$ cat config.mk
export PLATFORM = sky130hd
export DESIGN_NAME = pci_config_status_register
export DESIGN_NICKNAME = d
export VERILOG_FILES = /design/src/design/sticky_flag_bank.v /design/src/design/pci_config_status_register.v
export VERILOG_INCLUDE_DIRS = /design/src /design/src/design
export SDC_FILE = /design/constraint.sdc
export NUM_CORES = 1
export LEC_CHECK = 0
export ABC_AREA = 1
export BUFFER_PORTS_ARGS = -buffer_cell sky130_fd_sc_hd__buf_2
export CORE_MARGIN = 2
export CORE_UTILIZATION = 35
export CTS_CLUSTER_SIZE = 28
export DETAILED_ROUTE_END_ITERATION = 8
export GPL_TIMING_DRIVEN = 0
export PLACE_DENSITY = 0.78
export SLEW_MARGIN = 20
export SYNTH_ARGS = -nofsm -noshare
export SYNTH_HDL_FRONTEND = slang
export SYNTH_SLANG_ARGS = --single-unit
$ cat constraint.sdc
create_clock -name i_clock -period 1.31 [get_ports i_clock]
set_clock_uncertainty 0.15 [all_clocks]
set_input_delay 0 -clock i_clock [delete_from_list [all_inputs] [get_ports i_clock]]
set_output_delay 0 -clock i_clock [all_outputs]
set_load 0.02 [all_outputs]
$ cat src/design/status_reg_map.vh
// Offsets, bit positions and reset values of the bus status flag register
// Overview of operation
// Address or data parity error sets bit 15
// Enabled system error signalled sets bit 14
// Own cycle master abort sets bit 13
// Own cycle target abort sets bit 12
// Target abort we signalled sets bit 11
// Device select timing reads fixed 01b
// Bit 8 needs parity error, mastering, enable
// Bit 7 reads zero, no fast back-to-back
// Bit 6 reads zero, no user features
// Bit 5 reads one, 66 MHz capable
// Bit 4 reads one, capability list present
// Bit 3 follows interrupt; INTx needs disable clear
// Interrupt status updates whatever the disable bit
// Bits 2 to 0 read zero
// Disable bit one blocks the interrupt output
// System error output only when enable set
// Parity error output only when response enabled
// Error flags clear on written one only
`ifndef STATUS_REG_MAP_VH
`define STATUS_REG_MAP_VH

// ----------------------------------------------------------------------
// Configuration space offsets
// ----------------------------------------------------------------------
`define CFG_CMD_OFFSET        8'h04
`define CFG_STATUS_OFFSET     8'h06

// ----------------------------------------------------------------------
// Status register field positions
// ----------------------------------------------------------------------
`define ST_PARITY_BIT         15
`define ST_SIGNALLED_SYSTEM_ERROR_FLAG_BIT        14
`define ST_RECEIVED_MASTER_ABORT_FLAG_BIT         13
`define ST_RECEIVED_TARGET_ABORT_FLAG_BIT     12
`define ST_SIGNALLED_TARGET_ABORT_FLAG_BIT     11
`define ST_DEVSEL_HI_BIT      10
`define ST_DEVSEL_LO_BIT      9
`define ST_MASTER_DATA_PARITY_FLAG_BIT        8
`define ST_FAST_B2B_BIT       7
`define ST_USER_FEAT_BIT      6
`define ST_HIGH_SPEED_BIT     5
`define ST_CAP_LIST_BIT       4
`define ST_INT_STATUS_BIT     3

// ----------------------------------------------------------------------
// Status register constants and reset value
// ----------------------------------------------------------------------
`define ST_DEVSEL_TIMING      2'h1
`define ST_FAST_B2B_VAL       1'h0
`define ST_USER_FEAT_VAL      1'h0
`define ST_HIGH_SPEED_VAL     1'h1
`define ST_CAP_LIST_VAL       1'h1
`define ST_RESERVED_LOW       3'h0
`define ST_RESET_VALUE        16'h0230

// ----------------------------------------------------------------------
// Command register bits used here
// ----------------------------------------------------------------------
`define CMD_INT_DISABLE_BIT   10
`define CMD_SERR_ENABLE_BIT   8
`define CMD_PARITY_RESP_BIT   6
`define CMD_RESET_VALUE       16'h0000

// ----------------------------------------------------------------------
// Flag bank layout: index of each sticky flag
// ----------------------------------------------------------------------
`define FLAG_COUNT            6
`define FLAG_PARITY           0
`define FLAG_SIGNALLED_SYSTEM_ERROR_FLAG          1
`define FLAG_RECEIVED_MASTER_ABORT_FLAG           2
`define FLAG_RECEIVED_TARGET_ABORT_FLAG       3
`define FLAG_SIGNALLED_TARGET_ABORT_FLAG       4
`define FLAG_MASTER_DATA_PARITY_FLAG          5
`define FLAG_RESET_VALUE      6'h00

`endif

$ cat src/design/sticky_flag_bank.v
// Bank of sticky error flags, set by hardware events, cleared by writing one
`timescale 1ns/100ps
`include "status_reg_map.vh"

module sticky_flag_bank (
  // Clock and synchronised reset
  input  wire                    i_clock,
  input  wire                    i_rst_n,
  // Event and clear strobes, one per flag
  input  wire [`FLAG_COUNT-1:0]  i_set,
  input  wire [`FLAG_COUNT-1:0]  i_clear,
  // Flag values
  output wire [`FLAG_COUNT-1:0]  o_flags
);

  reg  [`FLAG_COUNT-1:0] flags_q;
  wire [`FLAG_COUNT-1:0] flags_d;

  // ----------------------------------------------------------------------
  // Next value
  // ----------------------------------------------------------------------
  // Set wins over clear so an event in the clearing cycle is kept
  assign flags_d = i_set | (flags_q & ~i_clear);

  // ----------------------------------------------------------------------
  // Storage
  // ----------------------------------------------------------------------
  // Flags hold until software clears them; reads leave them alone
  always @(posedge i_clock or negedge i_rst_n) begin
    if (!i_rst_n) begin
      flags_q <= `FLAG_RESET_VALUE;
    end else begin
      flags_q <= flags_d;
    end
  end

  assign o_flags = flags_q;

endmodule

$ cat src/design/pci_config_status_register.v
// Configuration status register with its error flags and bus signal gating
`timescale 1ns/100ps
`include "status_reg_map.vh"

module pci_config_status_register (
  // Clock and reset
  input  wire         i_clock,
  input  wire         i_resetn,
  // Configuration access port
  input  wire         i_cfg_read,
  input  wire         i_cfg_write,
  input  wire [7:0]   i_cfg_addr,
  input  wire [1:0]   i_cfg_byte_en,
  input  wire [15:0]  i_cfg_wdata,
  output reg  [15:0]  o_cfg_rdata,
  output reg          o_cfg_ack,
  // Bus events from the function's own bus logic
  input  wire         i_addr_parity_err,
  input  wire         i_data_parity_err,
  input  wire         i_serr_request,
  input  wire         i_master_abort,
  input  wire         i_target_abort_rcvd,
  input  wire         i_target_abort_sent,
  input  wire         i_bus_master,
  input  wire         i_int_condition,
  // Parity error pin as seen on the bus
  input  wire         i_perr_pin_n,
  // Open-drain interrupt pin
  output wire         o_intx_out,
  output wire         o_intx_oe_n,
  // Open-drain system error pin
  output wire         o_serr_out,
  output wire         o_serr_oe_n,
  // Parity error pin drive
  output wire         o_perr_out,
  output wire         o_perr_oe_n,
  // Live register contents for the rest of the function
  output wire [15:0]  o_status_value,
  output wire [15:0]  o_command_value
);

  // ----------------------------------------------------------------------
  // Helper functions
  // ----------------------------------------------------------------------
  // Expand the two byte enables into a sixteen bit lane mask
  function [15:0] lane_mask;
    input [1:0] be;
    begin
      lane_mask = {{8{be[1]}}, {8{be[0]}}};
    end
  endfunction

  // Compare a byte address against a half-word register offset
  function hit;
    input [7:0] addr;
    input [7:0] offset;
    begin
      hit = (addr[7:1] == offset[7:1]);
    end
  endfunction

  // ----------------------------------------------------------------------
  // Declarations
  // ----------------------------------------------------------------------
  reg                     rst_meta_q;
  reg                     rst_sync_q;
  wire                    rst_n;

  reg                     perr_meta_q;
  reg                     perr_sync_q;
  reg                     master_dly1_q;
  reg                     master_dly2_q;
  wire                    perr_seen;

  reg                     int_disable_q;
  wire                    int_disable_d;
  reg                     serr_enable_q;
  reg                     parity_resp_q;
  reg                     int_status_q;

  reg                     intx_oe_n_q;
  reg                     serr_oe_n_q;
  reg                     perr_oe_n_q;

  wire                    cmd_hit;
  wire                    status_hit;
  wire [15:0]             wmask;
  wire [15:0]             clear_word;

  wire [`FLAG_COUNT-1:0]  flag_set;
  wire [`FLAG_COUNT-1:0]  flag_clear;
  wire [`FLAG_COUNT-1:0]  flags;

  wire                    serr_fire;
  wire                    perr_fire;

  reg  [15:0]             status_word;
  reg  [15:0]             command_word;
  reg  [15:0]             rdata_d;

  // ----------------------------------------------------------------------
  // Reset synchroniser
  // ----------------------------------------------------------------------
  // Asserts at once, releases two clock edges after the pin goes high
  always @(posedge i_clock or negedge i_resetn) begin
    if (!i_resetn) begin
      rst_meta_q <= 1'h0;
      rst_sync_q <= 1'h0;
    end else begin
      rst_meta_q <= 1'h1;
      rst_sync_q <= rst_meta_q;
    end
  end

  assign rst_n = rst_sync_q;

  // ----------------------------------------------------------------------
  // Parity error pin synchroniser
  // ----------------------------------------------------------------------
  // Any agent may drive the pin, so it is treated as asynchronous
  always @(posedge i_clock or negedge rst_n) begin
    if (!rst_n) begin
      perr_meta_q <= 1'h1;
      perr_sync_q <= 1'h1;
    end else begin
      perr_meta_q <= i_perr_pin_n;
      perr_sync_q <= perr_meta_q;
    end
  end

  // Master indication delayed to line up with the synchronised pin
  always @(posedge i_clock or negedge rst_n) begin
    if (!rst_n) begin
      master_dly1_q <= 1'h0;
      master_dly2_q <= 1'h0;
    end else begin
      master_dly1_q <= i_bus_master;
      master_dly2_q <= master_dly1_q;
    end
  end

  assign perr_seen = ~perr_sync_q;

  // ----------------------------------------------------------------------
  // Access decode
  // ----------------------------------------------------------------------
  // Only half-word offsets are compared; bit 0 of the address is ignored
  assign cmd_hit    = hit(i_cfg_addr, `CFG_CMD_OFFSET);
  assign status_hit = hit(i_cfg_addr, `CFG_STATUS_OFFSET);
  assign wmask      = lane_mask(i_cfg_byte_en);

  // Bits written as one on enabled lanes of a status write
  assign clear_word = (i_cfg_write && status_hit) ? (i_cfg_wdata & wmask) : 16'h0000;

  // ----------------------------------------------------------------------
  // Command register bits used by this block
  // ----------------------------------------------------------------------
  // Next disable value, so the pin mask takes effect with the write itself
  assign int_disable_d = (i_cfg_write && cmd_hit && wmask[`CMD_INT_DISABLE_BIT]) ?
                         i_cfg_wdata[`CMD_INT_DISABLE_BIT] : int_disable_q;

  // Other command bits belong elsewhere and are not stored here
  always @(posedge i_clock or negedge rst_n) begin
    if (!rst_n) begin
      int_disable_q <= 1'h0;
      serr_enable_q <= 1'h0;
      parity_resp_q <= 1'h0;
    end else if (i_cfg_write && cmd_hit) begin
      int_disable_q <= int_disable_d;
      if (wmask[`CMD_SERR_ENABLE_BIT]) begin
        serr_enable_q <= i_cfg_wdata[`CMD_SERR_ENABLE_BIT];
      end
      if (wmask[`CMD_PARITY_RESP_BIT]) begin
        parity_resp_q <= i_cfg_wdata[`CMD_PARITY_RESP_BIT];
      end
    end
  end

  // ----------------------------------------------------------------------
  // Event qualification
  // ----------------------------------------------------------------------
  // System error is only signalled with its driver enabled
  assign serr_fire = i_serr_request & serr_enable_q;
  // Parity error drive needs the response enable
  assign perr_fire = i_data_parity_err & parity_resp_q;

  assign flag_set[`FLAG_PARITY]     = i_addr_parity_err | i_data_parity_err;
  assign flag_set[`FLAG_SIGNALLED_SYSTEM_ERROR_FLAG]    = serr_fire;
  assign flag_set[`FLAG_RECEIVED_MASTER_ABORT_FLAG]     = i_master_abort;
  assign flag_set[`FLAG_RECEIVED_TARGET_ABORT_FLAG] = i_target_abort_rcvd;
  assign flag_set[`FLAG_SIGNALLED_TARGET_ABORT_FLAG] = i_target_abort_sent;
  // Pin seen, we were master, and response enabled
  assign flag_set[`FLAG_MASTER_DATA_PARITY_FLAG]    = perr_seen & master_dly2_q & parity_resp_q;

  // Write one to clear; zeros leave a flag as it is
  assign flag_clear[`FLAG_PARITY]     = clear_word[`ST_PARITY_BIT];
  assign flag_clear[`FLAG_SIGNALLED_SYSTEM_ERROR_FLAG]    = clear_word[`ST_SIGNALLED_SYSTEM_ERROR_FLAG_BIT];
  assign flag_clear[`FLAG_RECEIVED_MASTER_ABORT_FLAG]     = clear_word[`ST_RECEIVED_MASTER_ABORT_FLAG_BIT];
  assign flag_clear[`FLAG_RECEIVED_TARGET_ABORT_FLAG] = clear_word[`ST_RECEIVED_TARGET_ABORT_FLAG_BIT];
  assign flag_clear[`FLAG_SIGNALLED_TARGET_ABORT_FLAG] = clear_word[`ST_SIGNALLED_TARGET_ABORT_FLAG_BIT];
  assign flag_clear[`FLAG_MASTER_DATA_PARITY_FLAG]    = clear_word[`ST_MASTER_DATA_PARITY_FLAG_BIT];

  // ----------------------------------------------------------------------
  // Sticky flags
  // ----------------------------------------------------------------------
  sticky_flag_bank u_flags (
    .i_clock (i_clock),
    .i_rst_n (rst_n),
    .i_set   (flag_set),
    .i_clear (flag_clear),
    .o_flags (flags)
  );

  // ----------------------------------------------------------------------
  // Interrupt status and pin drive
  // ----------------------------------------------------------------------
  // Status tracks the condition whatever the disable bit says
  always @(posedge i_clock or negedge rst_n) begin
    if (!rst_n) begin
      int_status_q <= 1'h0;
    end else begin
      int_status_q <= i_int_condition;
    end
  end

  // Pin outputs registered so the bus never sees a decode glitch
  always @(posedge i_clock or negedge rst_n) begin
    if (!rst_n) begin
      intx_oe_n_q <= 1'h1;
      serr_oe_n_q <= 1'h1;
      perr_oe_n_q <= 1'h1;
    end else begin
      intx_oe_n_q <= ~(i_int_condition & ~int_disable_d);
      serr_oe_n_q <= ~serr_fire;
      perr_oe_n_q <= ~perr_fire;
    end
  end

  // Open-drain pins only ever pull low
  assign o_intx_out  = 1'h0;
  assign o_intx_oe_n = intx_oe_n_q;
  assign o_serr_out  = 1'h0;
  assign o_serr_oe_n = serr_oe_n_q;
  assign o_perr_out  = 1'h0;
  assign o_perr_oe_n = perr_oe_n_q;

  // ----------------------------------------------------------------------
  // Register images
  // ----------------------------------------------------------------------
  // Hardwired capability fields are built here, never stored
  always @* begin
    status_word = 16'h0000;
    status_word[`ST_PARITY_BIT]     = flags[`FLAG_PARITY];
    status_word[`ST_SIGNALLED_SYSTEM_ERROR_FLAG_BIT]    = flags[`FLAG_SIGNALLED_SYSTEM_ERROR_FLAG];
    status_word[`ST_RECEIVED_MASTER_ABORT_FLAG_BIT]     = flags[`FLAG_RECEIVED_MASTER_ABORT_FLAG];
    status_word[`ST_RECEIVED_TARGET_ABORT_FLAG_BIT] = flags[`FLAG_RECEIVED_TARGET_ABORT_FLAG];
    status_word[`ST_SIGNALLED_TARGET_ABORT_FLAG_BIT] = flags[`FLAG_SIGNALLED_TARGET_ABORT_FLAG];
    status_word[`ST_DEVSEL_HI_BIT:`ST_DEVSEL_LO_BIT] = `ST_DEVSEL_TIMING;
    status_word[`ST_MASTER_DATA_PARITY_FLAG_BIT]    = flags[`FLAG_MASTER_DATA_PARITY_FLAG];
    status_word[`ST_FAST_B2B_BIT]   = `ST_FAST_B2B_VAL;
    status_word[`ST_USER_FEAT_BIT]  = `ST_USER_FEAT_VAL;
    status_word[`ST_HIGH_SPEED_BIT] = `ST_HIGH_SPEED_VAL;
    status_word[`ST_CAP_LIST_BIT]   = `ST_CAP_LIST_VAL;
    status_word[`ST_INT_STATUS_BIT] = int_status_q;
    status_word[2:0]                = `ST_RESERVED_LOW;
  end

  // Command image holds only the three bits kept here
  always @* begin
    command_word = `CMD_RESET_VALUE;
    command_word[`CMD_INT_DISABLE_BIT] = int_disable_q;
    command_word[`CMD_SERR_ENABLE_BIT] = serr_enable_q;
    command_word[`CMD_PARITY_RESP_BIT] = parity_resp_q;
  end

  assign o_status_value  = status_word;
  assign o_command_value = command_word;

  // ----------------------------------------------------------------------
  // Read mux
  // ----------------------------------------------------------------------
  // Unmapped offsets and disabled lanes read as zero
  always @* begin
    rdata_d = 16'h0000;
    if (status_hit) begin
      rdata_d = status_word & wmask;
    end else if (cmd_hit) begin
      rdata_d = command_word & wmask;
    end
  end

  // ----------------------------------------------------------------------
  // Access answer
  // ----------------------------------------------------------------------
  // One-cycle acknowledge for every read or write, mapped or not
  always @(posedge i_clock or negedge rst_n) begin
    if (!rst_n) begin
      o_cfg_ack   <= 1'h0;
      o_cfg_rdata <= 16'h0000;
    end else begin
      o_cfg_ack <= i_cfg_read | i_cfg_write;
      if (i_cfg_read) begin
        o_cfg_rdata <= rdata_d;
      end
    end
  end

endmodule

======== Word-level counts from Yosys, hierarchy flattened ========
Index checks and enable logic that the tools add are counted.
operators by class
  equality and inequality tests ........... 2
  bitwise logic cells ..................... 18
  reduce and logical (&&, ||, !) cells .... 5
  muxes and demuxes ....................... 4
operator list
  cell                                            number
  two-way mux 16 bit                              3
  bitwise AND 16 bit                              2
  bitwise AND 11 x 16 -> 16 bit                   1
  == test 7 x 2 -> 1 bit (second input constant)  2
  bitwise AND 6 bit                               1
  NOT 6 bit                                       1
  bitwise OR 6 bit                                1
  bitwise AND 1 bit                               5
  NOT 1 bit                                       5
  AND reduction 2 bit                             2
  logical AND 1 bit                               3
  bitwise OR 1 bit                                2
  two-way mux 1 bit                               1
storage, ports and cells
  bits of input ports ..................... 39
  logic and storage cells ................. 45
  flip-flop bits (word level) ............. 36

======== Depth between registers and ports, before layout ========
  word-level depth ........................ 7
  depth in mapped cells ................... 8
  mapped depth without buffers ............ 7

======== Cells and area by module ========
Synthesis repeated with hierarchy kept, for this count alone.
unflattened totals
  cells, all modules ...................... 168
  area, all modules ....................... 1,552.7 um2
modules (own cells, without submodules)
  module                      instances  cells an instance  sequential area each (um2)  area an instance (um2)
  pci_config_status_register  1          138                631.9                       1,312.5
  sticky_flag_bank            1          30                 150.1                       240.2

======== Worst setup path after synthesis ========
OpenSTA, ideal clock, no wires.
  path type ............................... flip-flop to flip-flop
  start ................................... reg u_flags.flags_q[5], in the netlist u_flags.o_flags[5]
  end ..................................... reg o_cfg_rdata[8]
  slack ................................... 427 ps
  period minus slack after synthesis ...... 883 ps
  arrival ................................. 608 ps
  cell stages (with the launch flop) ...... 3
  buffers on the path ..................... 0
  cells stage by stage .................... dfrtp_1 -> nand3_2 -> nand3_1
on the way
  word-level cells in the longest chain between the ends .. 2
ends and longest elaborated chain
  what                    RTL line                          text
  from (decl)             sticky_flag_bank.v:16             reg [`FLAG_COUNT-1:0] flags_q;
  from (signal assigned)  sticky_flag_bank.v:31             flags_q <= `FLAG_RESET_VALUE;
  from (signal assigned)  sticky_flag_bank.v:33             flags_q <= flags_d;
  bitwise AND 16 bit      pci_config_status_register.v:286  rdata_d = status_word & wmask;
  two-way mux 16 bit      pci_config_status_register.v:285  if (status_hit) begin
  to (signal assigned)    pci_config_status_register.v:303  o_cfg_rdata <= rdata_d;
  to (decl)               pci_config_status_register.v:15   output reg [15:0] o_cfg_rdata,
No other way between the ends.
A chain may end at the register's enable or synchronous reset.

======== Worst setup path in the final report ========
  start ................................... in i_cfg_byte_en[1]
  end ..................................... reg o_cfg_rdata[8]
on the way
  word-level cells in the longest chain between the ends .. 3
ends and longest elaborated chain
  what                           RTL line                          text
  from (decl)                    pci_config_status_register.v:13   input wire [1:0] i_cfg_byte_en,
  bitwise AND 11 x 16 -> 16 bit  pci_config_status_register.v:288  rdata_d = command_word & wmask;
  two-way mux 16 bit             pci_config_status_register.v:287  end else if (cmd_hit) begin
  two-way mux 16 bit (*)         pci_config_status_register.v:285
Mark *: on every way between the ends. The rest lies on a longest branch, timed or not.

==> out/qor_table.md <==
| Result | Value | Unit |
|---|---|---|
| Clk_lat worst skew | 0.28 | ns |
| Count of port buffers added during placement | 53 | - |
| Max-slew headroom | 58.7 | % |
| Setup repair after global routing missed its margin | no | - |
| Syn_area_per_cell | 8.61 | um^2 |
| Starting utilization of the core area | 36.3 | % |
| Count of nets after finishing | 334 | - |
| Clk Tree Root Cell | clkbuf_8 | - |
| Number of sinks handled by clock tree synthesis | 31 | - |
| Antenna-violating nets left | 0 | - |
| Max VDD drop | 672 | uV |
| Post-Synthesis Cell Area | 1590 | um^2 |
| Share of the clock period used by the worst path after layout | 90.3 | % |
| Distinct cell type count after synthesis | 20 | - |
| Die extent in x | 71.5 | um |
| Critical Path AT | 1.20 | ns |
| M3 GR Usage | 5.20 | % |
| Leakage | 1.42 | nW |
| Die height | 71.5 | um |
| GR Util met2 | 26.7 | % |
| Kind of end point of the critical path | register | - |
| CP startpoint kind | primary input | - |
| Fraction of final layout cells sized beyond drive strength 1 | 38.2 | % |
| Via total after detailed routing | 1373 | - |
| Die area | 5110 | um^2 |
| Final design utilization | 53.8 | % |
| WP data required | 1.33 | ns |
| Total congestion overflow | 0 | - |
| Pin count of the biggest net entering global routing | 30 | - |
| Number of search-and-repair iterations in the first detailed-routing pass | 4 | - |
| Post-layout minimum cycle time | 1.18 | ns |
| Count of pins on the block boundary | 94 | - |
| Setup Viol. Count Final | 0 | - |
| Outcome | finished, final reports clean | - |
| Row count | 24 | - |
| Register with the most flip-flops | o_cfg_rdata | - |
| Setup total negative slack | 0 | ns |
| Layout overhead on the synthesized area | 48.2 | % |
| Clock H-tree levels | 2 | - |
| Pwr/cell area | 950 | nW/um^2 |
| Final max-slew violation count | 0 | - |
| Hold Worst Slack | 0.00968 | ns |
| Estimated wirelength of the detail-placed design | 2600 | um |
| Synth warnings | 0 | - |
| Least-Margin Pin Slew | 0.620 | ns |
| Busiest layer in global routing | met2 | - |
| Antenna diode count | 0 | - |
| Global placer's final weighted congestion | 0.756 | - |
| Number of max-capacitance violations reported | 0 | - |
| F_max | 0.845 | GHz |
| Drt wl/cell | 10.3 | um |
| Most common cell after layout, fill and taps aside | nand2_1 | - |
| Violation count after the first detailed-route iteration | 128 | - |
| Synth Register Bits | 31 | - |
| Number of buffers inserted during clock tree synthesis | 5 | - |
| Antenna violations before repair | 0 | - |
| Placeable core area | 4380 | um^2 |
| Type of the setup path with the least slack | in2reg | - |
| Reg clk slew, reported paths | 0.07 | ns |
| Vias in the first global route | 1406 | - |
| Final Hold Fails | 0 | - |
| Portion of the post-synthesis area used by sequential elements | 49.1 | % |
| Post-synthesis cell count | 185 | - |
| Via-to-Cell Ratio | 3.95 | - |
| Hold/Removal Path Class | in2reg | - |
| Post-route DRC | 0 | - |
| Max reg flops | 11 | - |
| Global-route wire length before repair | 6070 | um |
| Final wirelength | 3580 | um |
| GR Util met1 | 17.3 | % |
| Maximum buffer depth of the clock tree | 2 | - |
| Crit-path max FO | 9 | - |
| Global-route usage over all layers | 15.3 | % |
| Top library cells by usage in the layout, fill and taps aside | 56 x nand2_1, 54 x buf_2, 35 x buf_4, 30 x conb_1, 25 x dfrtp_1 | - |
| TritonCTS clock tree | yes | - |
path summary, 6_finish.rpt:
check                                               end  cells past startpoint  slack (ns)                 startpoint
max in group asynchronous  u_flags.o_flags[0]$_DFF_PN0_                      0        0.47            rst_n$_DFF_PN0_
min in group asynchronous    o_cfg_rdata[8]$_DFFE_PN0P_                      0        0.13            rst_n$_DFF_PN0_
hold reg to reg              o_cfg_rdata[8]$_DFFE_PN0P_                      0        0.13            rst_n$_DFF_PN0_
hold / removal               o_cfg_rdata[6]$_DFFE_PN0P_                      6        0.01              i_cfg_addr[5]
setup / recovery             o_cfg_rdata[8]$_DFFE_PN0P_                      6        0.13           i_cfg_byte_en[1]
setup reg to reg           u_flags.o_flags[5]$_DFF_PN0_                      4        0.38  parity_resp_q$_DFFE_PN0P_
cell type report:
type | count | area (um^2)
Multi-Input combinational cell | 121 | 543
Tap cell | 52 | 65.1
Inverter | 23 | 90.1
Timing Repair Buffer | 76 | 495
Buffer | 37 | 283
Clock buffer | 8 | 100
Fill cell | 422 | 2020
Sequential cell | 31 | 783
cells in the mapped netlist:
library cell	instances	share of area, %
buf_8	1	0.94
buf_4	35	16
nor2_2	1	0.39
conb_1	2	0.47
dfstp_2	5	8.2
inv_1	22	5.2
clkinv_1	1	0.24
clkbuf_1	1	0.24
nor2_4	2	1.4
nand2_2	1	0.39
nor2_1	4	0.94
or2_2	1	0.39
nand2_4	1	0.71
nand2_1	56	13
nand4_1	2	0.79
dfrtp_1	26	41
nor2_8	1	1.3
buf_2	1	0.31
nand3_1	20	6.3
nand3_2	2	1.3
per-stage QoR:
step | instance area (um^2) | power [mW] | std cells | setup slack (ns)
6_report | 2360 | 2.24 | 348 | 0.127
5_1_grt | 2360 | 2.37 | 348 | 0.0287
4_1_cts | 2360 | 2.26 | 349 | 0.0564
3_5_place_dp | 2030 | 1.39 | 318 | 0.230
3_3_place_gp | 2030 | 1.39 | 318 | -0.0736
2_1_floorplan | 1700 | 1.29 | 213 | 0.243
where the power goes:
| part | total, mW | internal, mW | switching, mW | leakage [nW] |
|---|---|---|---|---|
| combinational | 0.395 | 0.182 | 0.213 | 1.00 |
| sequential | 1.03 | 0.997 | 0.0357 | 0.366 |
| clock | 0.815 | 0.479 | 0.336 | 0.0515 |
| total | 2.24 | 1.66 | 0.585 | 1.42 |
critical path, stage by stage:
cell and delay, ns:
dlygate4sd3_1 0.54, buf_4 0.17, nand2_1 0.10, clkinvlp_4 0.20, nand3_1 0.13, nand3_1 0.07
per-layer routing:
layer	wire [um]	vias to the layer above	share of wire, %
li1	-	714	-
met3	253	7	7.1
met4	47	0	1.3
met5	0	-	0
met1	1480	600	41
met2	1800	52	50
timing repair:
action	in CTS	in global routing
hold buffers	23	0
endpoints found under the setup margin	0	10
buffers inserted	0	0
resized for setup	0	1
endpoints found under the hold margin	22	0
kinds of logic after synthesis:
group	count (synthesis)	synth area share, %
buffers and inverters	61	23.4
DFF	31	49.1
other	2	0.472
and+or+nand+nor	91	27.0
(Power assumes the default switching activity.)
